**config.mk**
```make
export PLATFORM = sky130hd
export DESIGN_NAME = plfc_pll_feed_protected_control
export DESIGN_NICKNAME = d
export VERILOG_FILES = /design/src/plfc_pkg.sv /design/src/plfc_sync2.sv /design/src/plfc_pll_feed_protected_control.sv
export VERILOG_INCLUDE_DIRS = /design/src
export SDC_FILE = /design/constraint.sdc
export NUM_CORES = 1
export LEC_CHECK = 0
export BUFFER_PORTS_ARGS = -buffer_cell sky130_fd_sc_hd__buf_4
export CAP_MARGIN = 15
export CORE_AREA = 2 2 72 88
export DETAILED_ROUTE_END_ITERATION = 10
export DIE_AREA = 0 0 74 90
export GPL_ROUTABILITY_DRIVEN = 0
export PLACE_DENSITY = 0.79
export SLEW_MARGIN = 25
export SYNTH_ARGS = -nofsm -noshare
export SYNTH_HDL_FRONTEND = slang
export SYNTH_SLANG_ARGS = --single-unit
```
**constraint.sdc**
```tcl
create_clock -name clk -period 1.4 [get_ports clk]
set_clock_uncertainty 0.1 [all_clocks]
set_input_delay 0.21 -clock clk [delete_from_list [all_inputs] [get_ports clk]]
set_output_delay 0.21 -clock clk [all_outputs]
set_load 0.05 [all_outputs]
```
**src/plfc_cfg.svh**
```systemverilog
// constants for the loop feed-protected control block
`ifndef PLFC_CFG_SVH
`define PLFC_CFG_SVH
`define PLFC_ADDR_W 32
`define PLFC_OFS_CONTROL 32'he01fc080
`define PLFC_OFS_CONFIG 32'he01fc084
`define PLFC_OFS_STATUS 32'he01fc088
`define PLFC_OFS_FEED 32'he01fc08c
`define PLFC_CTL_ENABLE_POS 0
`define PLFC_CTL_CONNECT_POS 1
`define PLFC_CFG_MUL_LSB 0
`define PLFC_CFG_MUL_MSB 4
`define PLFC_CFG_DIV_LSB 5
`define PLFC_CFG_DIV_MSB 6
`define PLFC_STAT_ENABLE_POS 8
`define PLFC_STAT_CONNECT_POS 9
`define PLFC_STAT_LOCK_POS 10
`define PLFC_CONTROL_RESET 8'h00
`define PLFC_CONFIG_RESET 8'h00
`define PLFC_FEED_KEY_FIRST 8'haa
`define PLFC_FEED_KEY_SECOND 8'h55
`endif

```
**src/plfc_pkg.sv**
```systemverilog
// types for the loop feed-protected control block
package plfc_pkg;
    typedef enum logic [1:0] {
        PLFC_FEED_IDLE = 2'b01,
        PLFC_FEED_ARMED = 2'b10
    } plfc_feed_state_t;
endpackage

```
**src/plfc_sync2.sv**
```systemverilog
// two flip-flop level synchroniser
`timescale 1ns/10ps
module plfc_sync2 (
    input wire logic clk,
    input wire logic rst_n,
    input wire logic din,
    output logic dout
);
    logic meta_q;
    logic sync_q;
    always_ff @(posedge clk or negedge rst_n) begin
        if (!rst_n) begin
            meta_q <= 1'b0;
            sync_q <= 1'b0;
        end else begin
            meta_q <= din;
            sync_q <= meta_q;
        end
    end
    assign dout = sync_q;
endmodule

```
**src/plfc_pll_feed_protected_control.sv**
```systemverilog
// feed-protected control, shadow state and clock select for the clock loop
//
// Contract
// [RULE_01] multiplier field selects loop factor one through thirty-two
// [RULE_02] divider field selects output division by 2, 4, 8 or 16
// [RULE_03] division of at least two keeps loop output at even duty
// [RULE_04] control and config holding contents need a feed to take effect
// [RULE_05] after reset the loop is off and bypassed
// [RULE_06] power-down forces the loop off and bypassed
// [RULE_07] loop is never enabled except by software write and valid feed
// [RULE_08] software programs, enables, waits for lock, then connects
// [RULE_09] holding writes are stored but do not change loop operation
// [RULE_10] status returns the settings in effect plus lock
// [RULE_11] feed register copies holding contents into shadow registers
// [RULE_12] fed enable lets loop try to lock with values in effect
// [RULE_13] fed connect runs the chip from the loop output
// [RULE_14] loop drives chip clock only when enable and connect shadows set
// [RULE_15] config holds multiplier in bits 4:0 and divider in bits 6:5
// [RULE_16] clock source switch is synchronised, glitch free
// [RULE_17] status bit ten reads lock
// [RULE_18] two key writes in a row make a feed; else sequence aborts
// [RULE_19] lock input is synchronised before it reaches status
//
// Local design decision: the address-and-strobe port.
`timescale 1ns/10ps
`include "plfc_cfg.svh"
module plfc_pll_feed_protected_control #(
    parameter int DATA_W = 32
) (
    input wire logic clk,
    input wire logic reset_n,
    input wire logic [`PLFC_ADDR_W-1:0] reg_addr,
    input wire logic [DATA_W-1:0] reg_wdata,
    input wire logic reg_wr,
    input wire logic reg_rd,
    output logic [DATA_W-1:0] reg_rdata,
    input wire logic power_down,
    input wire logic lock_indicator,
    output logic loop_power_on,
    output logic [4:0] multiplier_field,
    output logic [1:0] divider_field,
    output logic [5:0] loop_multiply_factor,
    output logic [4:0] loop_divide_ratio,
    output logic core_clock_from_loop
);
    // status needs bits up to ten, so narrower buses cannot serve it
    if (DATA_W < 16) begin : g_bad_data_w
        $error("plfc: DATA_W must be at least 16");
    end

    logic rst_meta_q;
    logic rst_sync_q;
    logic rst_n;
    always_ff @(posedge clk or negedge reset_n) begin
        if (!reset_n) begin
            rst_meta_q <= 1'b0;
            rst_sync_q <= 1'b0;
        end else begin
            rst_meta_q <= 1'b1;
            rst_sync_q <= rst_meta_q;
        end
    end
    assign rst_n = rst_sync_q;

    logic sel_control;
    logic sel_config;
    logic sel_status;
    logic sel_feed;
    assign sel_control = (reg_addr == `PLFC_OFS_CONTROL);
    assign sel_config = (reg_addr == `PLFC_OFS_CONFIG);
    assign sel_status = (reg_addr == `PLFC_OFS_STATUS);
    assign sel_feed = (reg_addr == `PLFC_OFS_FEED);

    // holding registers, no effect on the loop yet
    logic [7:0] control_hold_q;
    logic [7:0] config_hold_q;
    // [RULE_09] store only, loop untouched
    always_ff @(posedge clk or negedge rst_n) begin
        if (!rst_n) begin
            control_hold_q <= `PLFC_CONTROL_RESET;
            config_hold_q <= `PLFC_CONFIG_RESET;
        end else if (reg_wr) begin
            if (sel_control) begin
                control_hold_q <= reg_wdata[7:0];
            end
            if (sel_config) begin
                config_hold_q <= reg_wdata[7:0];
            end
        end
    end

    // feed sequence tracker
    plfc_pkg::plfc_feed_state_t feed_state_q;
    logic feed_done;
    // [RULE_18] two consecutive keys, any other write aborts
    always_ff @(posedge clk or negedge rst_n) begin
        if (!rst_n) begin
            feed_state_q <= plfc_pkg::PLFC_FEED_IDLE;
        end else if (reg_wr) begin
            unique case (feed_state_q)
                plfc_pkg::PLFC_FEED_IDLE: begin
                    if (sel_feed && reg_wdata[7:0] == `PLFC_FEED_KEY_FIRST) begin
                        feed_state_q <= plfc_pkg::PLFC_FEED_ARMED;
                    end
                end
                plfc_pkg::PLFC_FEED_ARMED: begin
                    feed_state_q <= plfc_pkg::PLFC_FEED_IDLE;
                end
                default: begin
                    feed_state_q <= plfc_pkg::PLFC_FEED_IDLE;
                end
            endcase
        end
    end
    // [RULE_11] second key triggers the transfer
    assign feed_done = reg_wr && sel_feed && (feed_state_q == plfc_pkg::PLFC_FEED_ARMED)
        && (reg_wdata[7:0] == `PLFC_FEED_KEY_SECOND);

    // shadow registers that actually steer the loop
    logic enable_shadow_q;
    logic connect_shadow_q;
    logic [4:0] mul_shadow_q;
    logic [1:0] div_shadow_q;
    // [RULE_05] reset clears shadows
    // [RULE_06] power-down wins over feed
    // [RULE_07] only a valid feed can set enable
    always_ff @(posedge clk or negedge rst_n) begin
        if (!rst_n) begin
            enable_shadow_q <= 1'b0;
            connect_shadow_q <= 1'b0;
        end else if (power_down) begin
            enable_shadow_q <= 1'b0;
            connect_shadow_q <= 1'b0;
        end else if (feed_done) begin
            // [RULE_04] control needs feed
            enable_shadow_q <= control_hold_q[`PLFC_CTL_ENABLE_POS];
            connect_shadow_q <= control_hold_q[`PLFC_CTL_CONNECT_POS];
        end
    end
    // [RULE_15] config field positions
    always_ff @(posedge clk or negedge rst_n) begin
        if (!rst_n) begin
            mul_shadow_q <= 5'h00;
            div_shadow_q <= 2'h0;
        end else if (feed_done) begin
            // [RULE_04] config needs feed
            mul_shadow_q <= config_hold_q[`PLFC_CFG_MUL_MSB:`PLFC_CFG_MUL_LSB];
            div_shadow_q <= config_hold_q[`PLFC_CFG_DIV_MSB:`PLFC_CFG_DIV_LSB];
        end
    end

    // [RULE_12] enable powers the loop with values in effect
    assign loop_power_on = enable_shadow_q;
    assign multiplier_field = mul_shadow_q;
    assign divider_field = div_shadow_q;
    // [RULE_01] factor is field plus one
    assign loop_multiply_factor = {1'b0, mul_shadow_q} + 6'h01;
    // [RULE_02] ratio two to the power of field plus one
    // [RULE_03] ratio never below two, even duty
    assign loop_divide_ratio = 5'h02 << div_shadow_q;

    // lock arrives from analog loop, asynchronous
    logic lock_sync;
    // [RULE_19] synchronise lock
    plfc_sync2 u_lock_sync (
        .clk(clk),
        .rst_n(rst_n),
        .din(lock_indicator),
        .dout(lock_sync)
    );

    // select request, then handover in two steps so the mux never
    // switches to the loop on the same edge as the request; switch-off is not staged
    logic want_loop;
    logic sel_req_q;
    logic sel_q;
    // [RULE_14] both shadows must be one
    // [RULE_13] connect moves chip to loop clock
    assign want_loop = enable_shadow_q && connect_shadow_q;
    // [RULE_16] staged glitch-free switch
    always_ff @(posedge clk or negedge rst_n) begin
        if (!rst_n) begin
            sel_req_q <= 1'b0;
            sel_q <= 1'b0;
        end else begin
            sel_req_q <= want_loop;
            sel_q <= sel_req_q & want_loop;
        end
    end
    // no lock check here: software must wait for lock first
    // [RULE_08] relies on software order
    assign core_clock_from_loop = sel_q;

    // read data one cycle after strobe, zero otherwise
    logic [DATA_W-1:0] rdata_q;
    logic [DATA_W-1:0] rdata_d;
    always_comb begin
        rdata_d = '0;
        if (sel_control) begin
            rdata_d[7:0] = control_hold_q;
        end else if (sel_config) begin
            rdata_d[7:0] = config_hold_q;
        end else if (sel_status) begin
            // [RULE_10] report values in effect
            rdata_d[`PLFC_CFG_MUL_MSB:`PLFC_CFG_MUL_LSB] = mul_shadow_q;
            rdata_d[`PLFC_CFG_DIV_MSB:`PLFC_CFG_DIV_LSB] = div_shadow_q;
            rdata_d[`PLFC_STAT_ENABLE_POS] = enable_shadow_q;
            rdata_d[`PLFC_STAT_CONNECT_POS] = connect_shadow_q;
            // [RULE_17] lock in bit ten
            rdata_d[`PLFC_STAT_LOCK_POS] = lock_sync;
        end
    end
    always_ff @(posedge clk or negedge rst_n) begin
        if (!rst_n) begin
            rdata_q <= '0;
        end else if (reg_rd) begin
            rdata_q <= rdata_d;
        end else begin
            rdata_q <= '0;
        end
    end
    assign reg_rdata = rdata_q;
endmodule

```
==> metrics.cfg <==
[status]
status = complete, but fails checks
violations = setup timing

[worst_setup_path]
crit_path_start = feed_state_q[0]
r2r_cells = 5
end_kind = flip-flop
rrSetupSlack_ns = -0.47
crit_type = flip-flop to flip-flop
cp.required_ns = 1.49
cp_max_fo = 5
timing.rr.start = feed_state_q[0]
reg2reg_to = multiplier_field[3]
crit_arrival_ns = 1.96
start_kind = flip-flop

[sta]
post-route-period-util_pct = 133.8
hold_violations = 0
rsz0062_at_grt = true
setup_viol = 43
setup_slack_ns = -0.4728
min_period_ns = 1.873
hold_ws_ns = 0.08698
max_freq_mhz = 534.0
final_max_slew_viol_count = 0

[logic_synthesis]
synth_edf_count = 0
synth_top_area_cell = dfrtp_1
ys_types = 38
synth.top_cell.area_share_pct = 47.94
ys_ff_latch = 44
ys_top_cells_by_area = dfrtp_1 (48%), mux2_2 (7.5%), buf_4 (7.4%)
async_reset_ff_share_pct = 100.0
syn_area_per_cell_sq_um = 12.54
syn_inst = 179
ys.flop_type = dfrtp_1
ys_seq_area_share_pct = 49.11
ys.warnings.count = 0
syn_area_sq_um = 2245

[global_route]
antenna_found_initial = 0
overflow = 0
grt_usage_pct = 18.79
grt_pass1_wl_mm = 9.418
grt_max_degree = 24
grt_pass1_vias = 1920

[cells_and_area]
syn_to_final_growth_pct = 68.00
layout_commonest_cell = buf_4
antenna_cells = 0
final_cell_mix = buf_4 (82), dfrtp_1 (35), buf_6 (30)
fin_cells = 385
drive_above_1_share_pct = 65.35
final_core_util_pct = 64.39
nets = 373

[worst_hold_path]
min-delay-start = power_down
hold_class = primary input to flip-flop
hold_depth = 3
min_to = loop_power_on

[clock_tree]
cts_htree_levels = 2
clockBufferDepth = 2
clk_latency_ns = 0.30
cts_tree = done
cts_sinks = 44
path_clk_slew_ns = 0.08
clockRootBuffer = clkbuf_8
cts_buffers = 5

[placed_design]
pre_cts_ws_ns = -0.7128
hpwl_mm = 4.310
dp_cells = 365
portBuffers = 75

[floorplanning]
die_h_microns = 90
fp.dieArea_sq_um = 6660
die_w_microns = 74
rows = 31
initial_core_util_pct = 38.33
core_sq_um = 5857
pin_count = 122

[routing]
firstDrtPassIters = 6
drt-total-wl_mm = 6.049
drt_iter0_markers = 58
wire_per_inst_microns = 15.71
ant_nets = 0
viasPerCell = 4.712
drc = 0
num_vias = 1814

[power]
power.density_nw_per_um2 = 699.3
p_total_w = 0.002637
cellLeakagePower_nw = 1.845
ir_drop_v = 0.0004848

[run]
maxCapViolations = 0

[through the flow]
stage	setup TNS (ns)	cell area, sq um
after floorplan	-12.86	2531
after global placement	-18.91	3267
after detailed placement	-20.69	3267
after CTS	-9.821	3721
after global routing	-12.15	3771
final	-10.24	3771
[cells in the mapped netlist, types with 3 or more instances]
cell and n:
mux2_2 15, mux2_4 8, a21oi_1 7, clkbuf_1 3, mux2i_1 10, dfrtp_1 43
nand2b_1 4, nor2b_1 3, nor2_1 10, nor4bb_1 4, nor3_1 8, and4bb_2 3
inv_1 3, buf_4 22, nand3_1 4, and4_1 3
[worst max-delay path by stage]
stage	end	depth (start not counted)
after floorplan	config_hold_q[0]	5
after global placement	config_hold_q[2]	6
after detailed placement	multiplier_field[0]	6
after CTS	multiplier_field[4]	5
after global routing	multiplier_field[1]	5
final	multiplier_field[3]	5
[logic make-up after synthesis]
kind of cell | after synthesis | share of synthesized area [%]
and+or+nand+nor | 57 | 20.07
DFF | 44 | 49.11
muxes | 33 | 17.34
buffers and inverters | 30 | 9.030
AOI/OAI and AO/OA | 9 | 2.397
xor gates and xnor gates | 3 | 1.171
other | 2 | 0.3346
adders and majority gates | 1 | 0.5573
[report_power, final]
part	switching, W	total [W]	internal, W	leakage (nW)
registers	0.0000127	0.00129	0.00128	0.589
clock network	0.000425	0.000955	0.000529	0.0552
logic	0.000232	0.000394	0.000162	1.20
total	0.000671	0.00264	0.00197	1.84
[repair_timing]
action	4_1_cts	5_1_grt
hold buffers	2	0
endpoints found under the setup margin	47	51
setup buffers	10	2
pin swaps	15	13
cloned	0	0
resized for setup	60	12
endpoints found under the hold margin	3	0
[worst max-delay path, cell delays in order, from the launching register on]
cell and delay [ns]:
dfstp_2 0.38, nor4bb_1 0.25, nand4b_1 0.21, nor4_4 0.31, buf_6 0.18, mux2_2 0.34
[cell type report]
class / count / area, sq um
clock inverters: 2 / 35.03
fillers: 427 / 2086
flip-flops and latches: 44 / 1120
inverters: 4 / 17.52
multi-input cells: 126 / 1340
clock buffers: 6 / 72.57
repair buffers: 121 / 1084
well taps: 82 / 102.6
[layer usage]
metal	track usage, %	vias up	routed length, microns
met5	0	-	0
met4	5.303	0	80
met3	4.260	11	283
met2	33.48	66	3328
met1	21.93	895	2356
li1	-	842	-
[sequential cells by signal, summed over array words and instances, names as in the netlist]
name,flops
reg_rdata,11
config_hold_q,8
control_hold_q,8
multiplier_field,5
divider_field,2
feed_state_q,2
connect_shadow_q,1
core_clock_from_loop,1
loop_power_on,1
rst_meta_q,1
rst_n,1
sel_req_q,1
u_lock_sync.dout,1
u_lock_sync.meta_q,1
(Power assumes the default switching activity.)
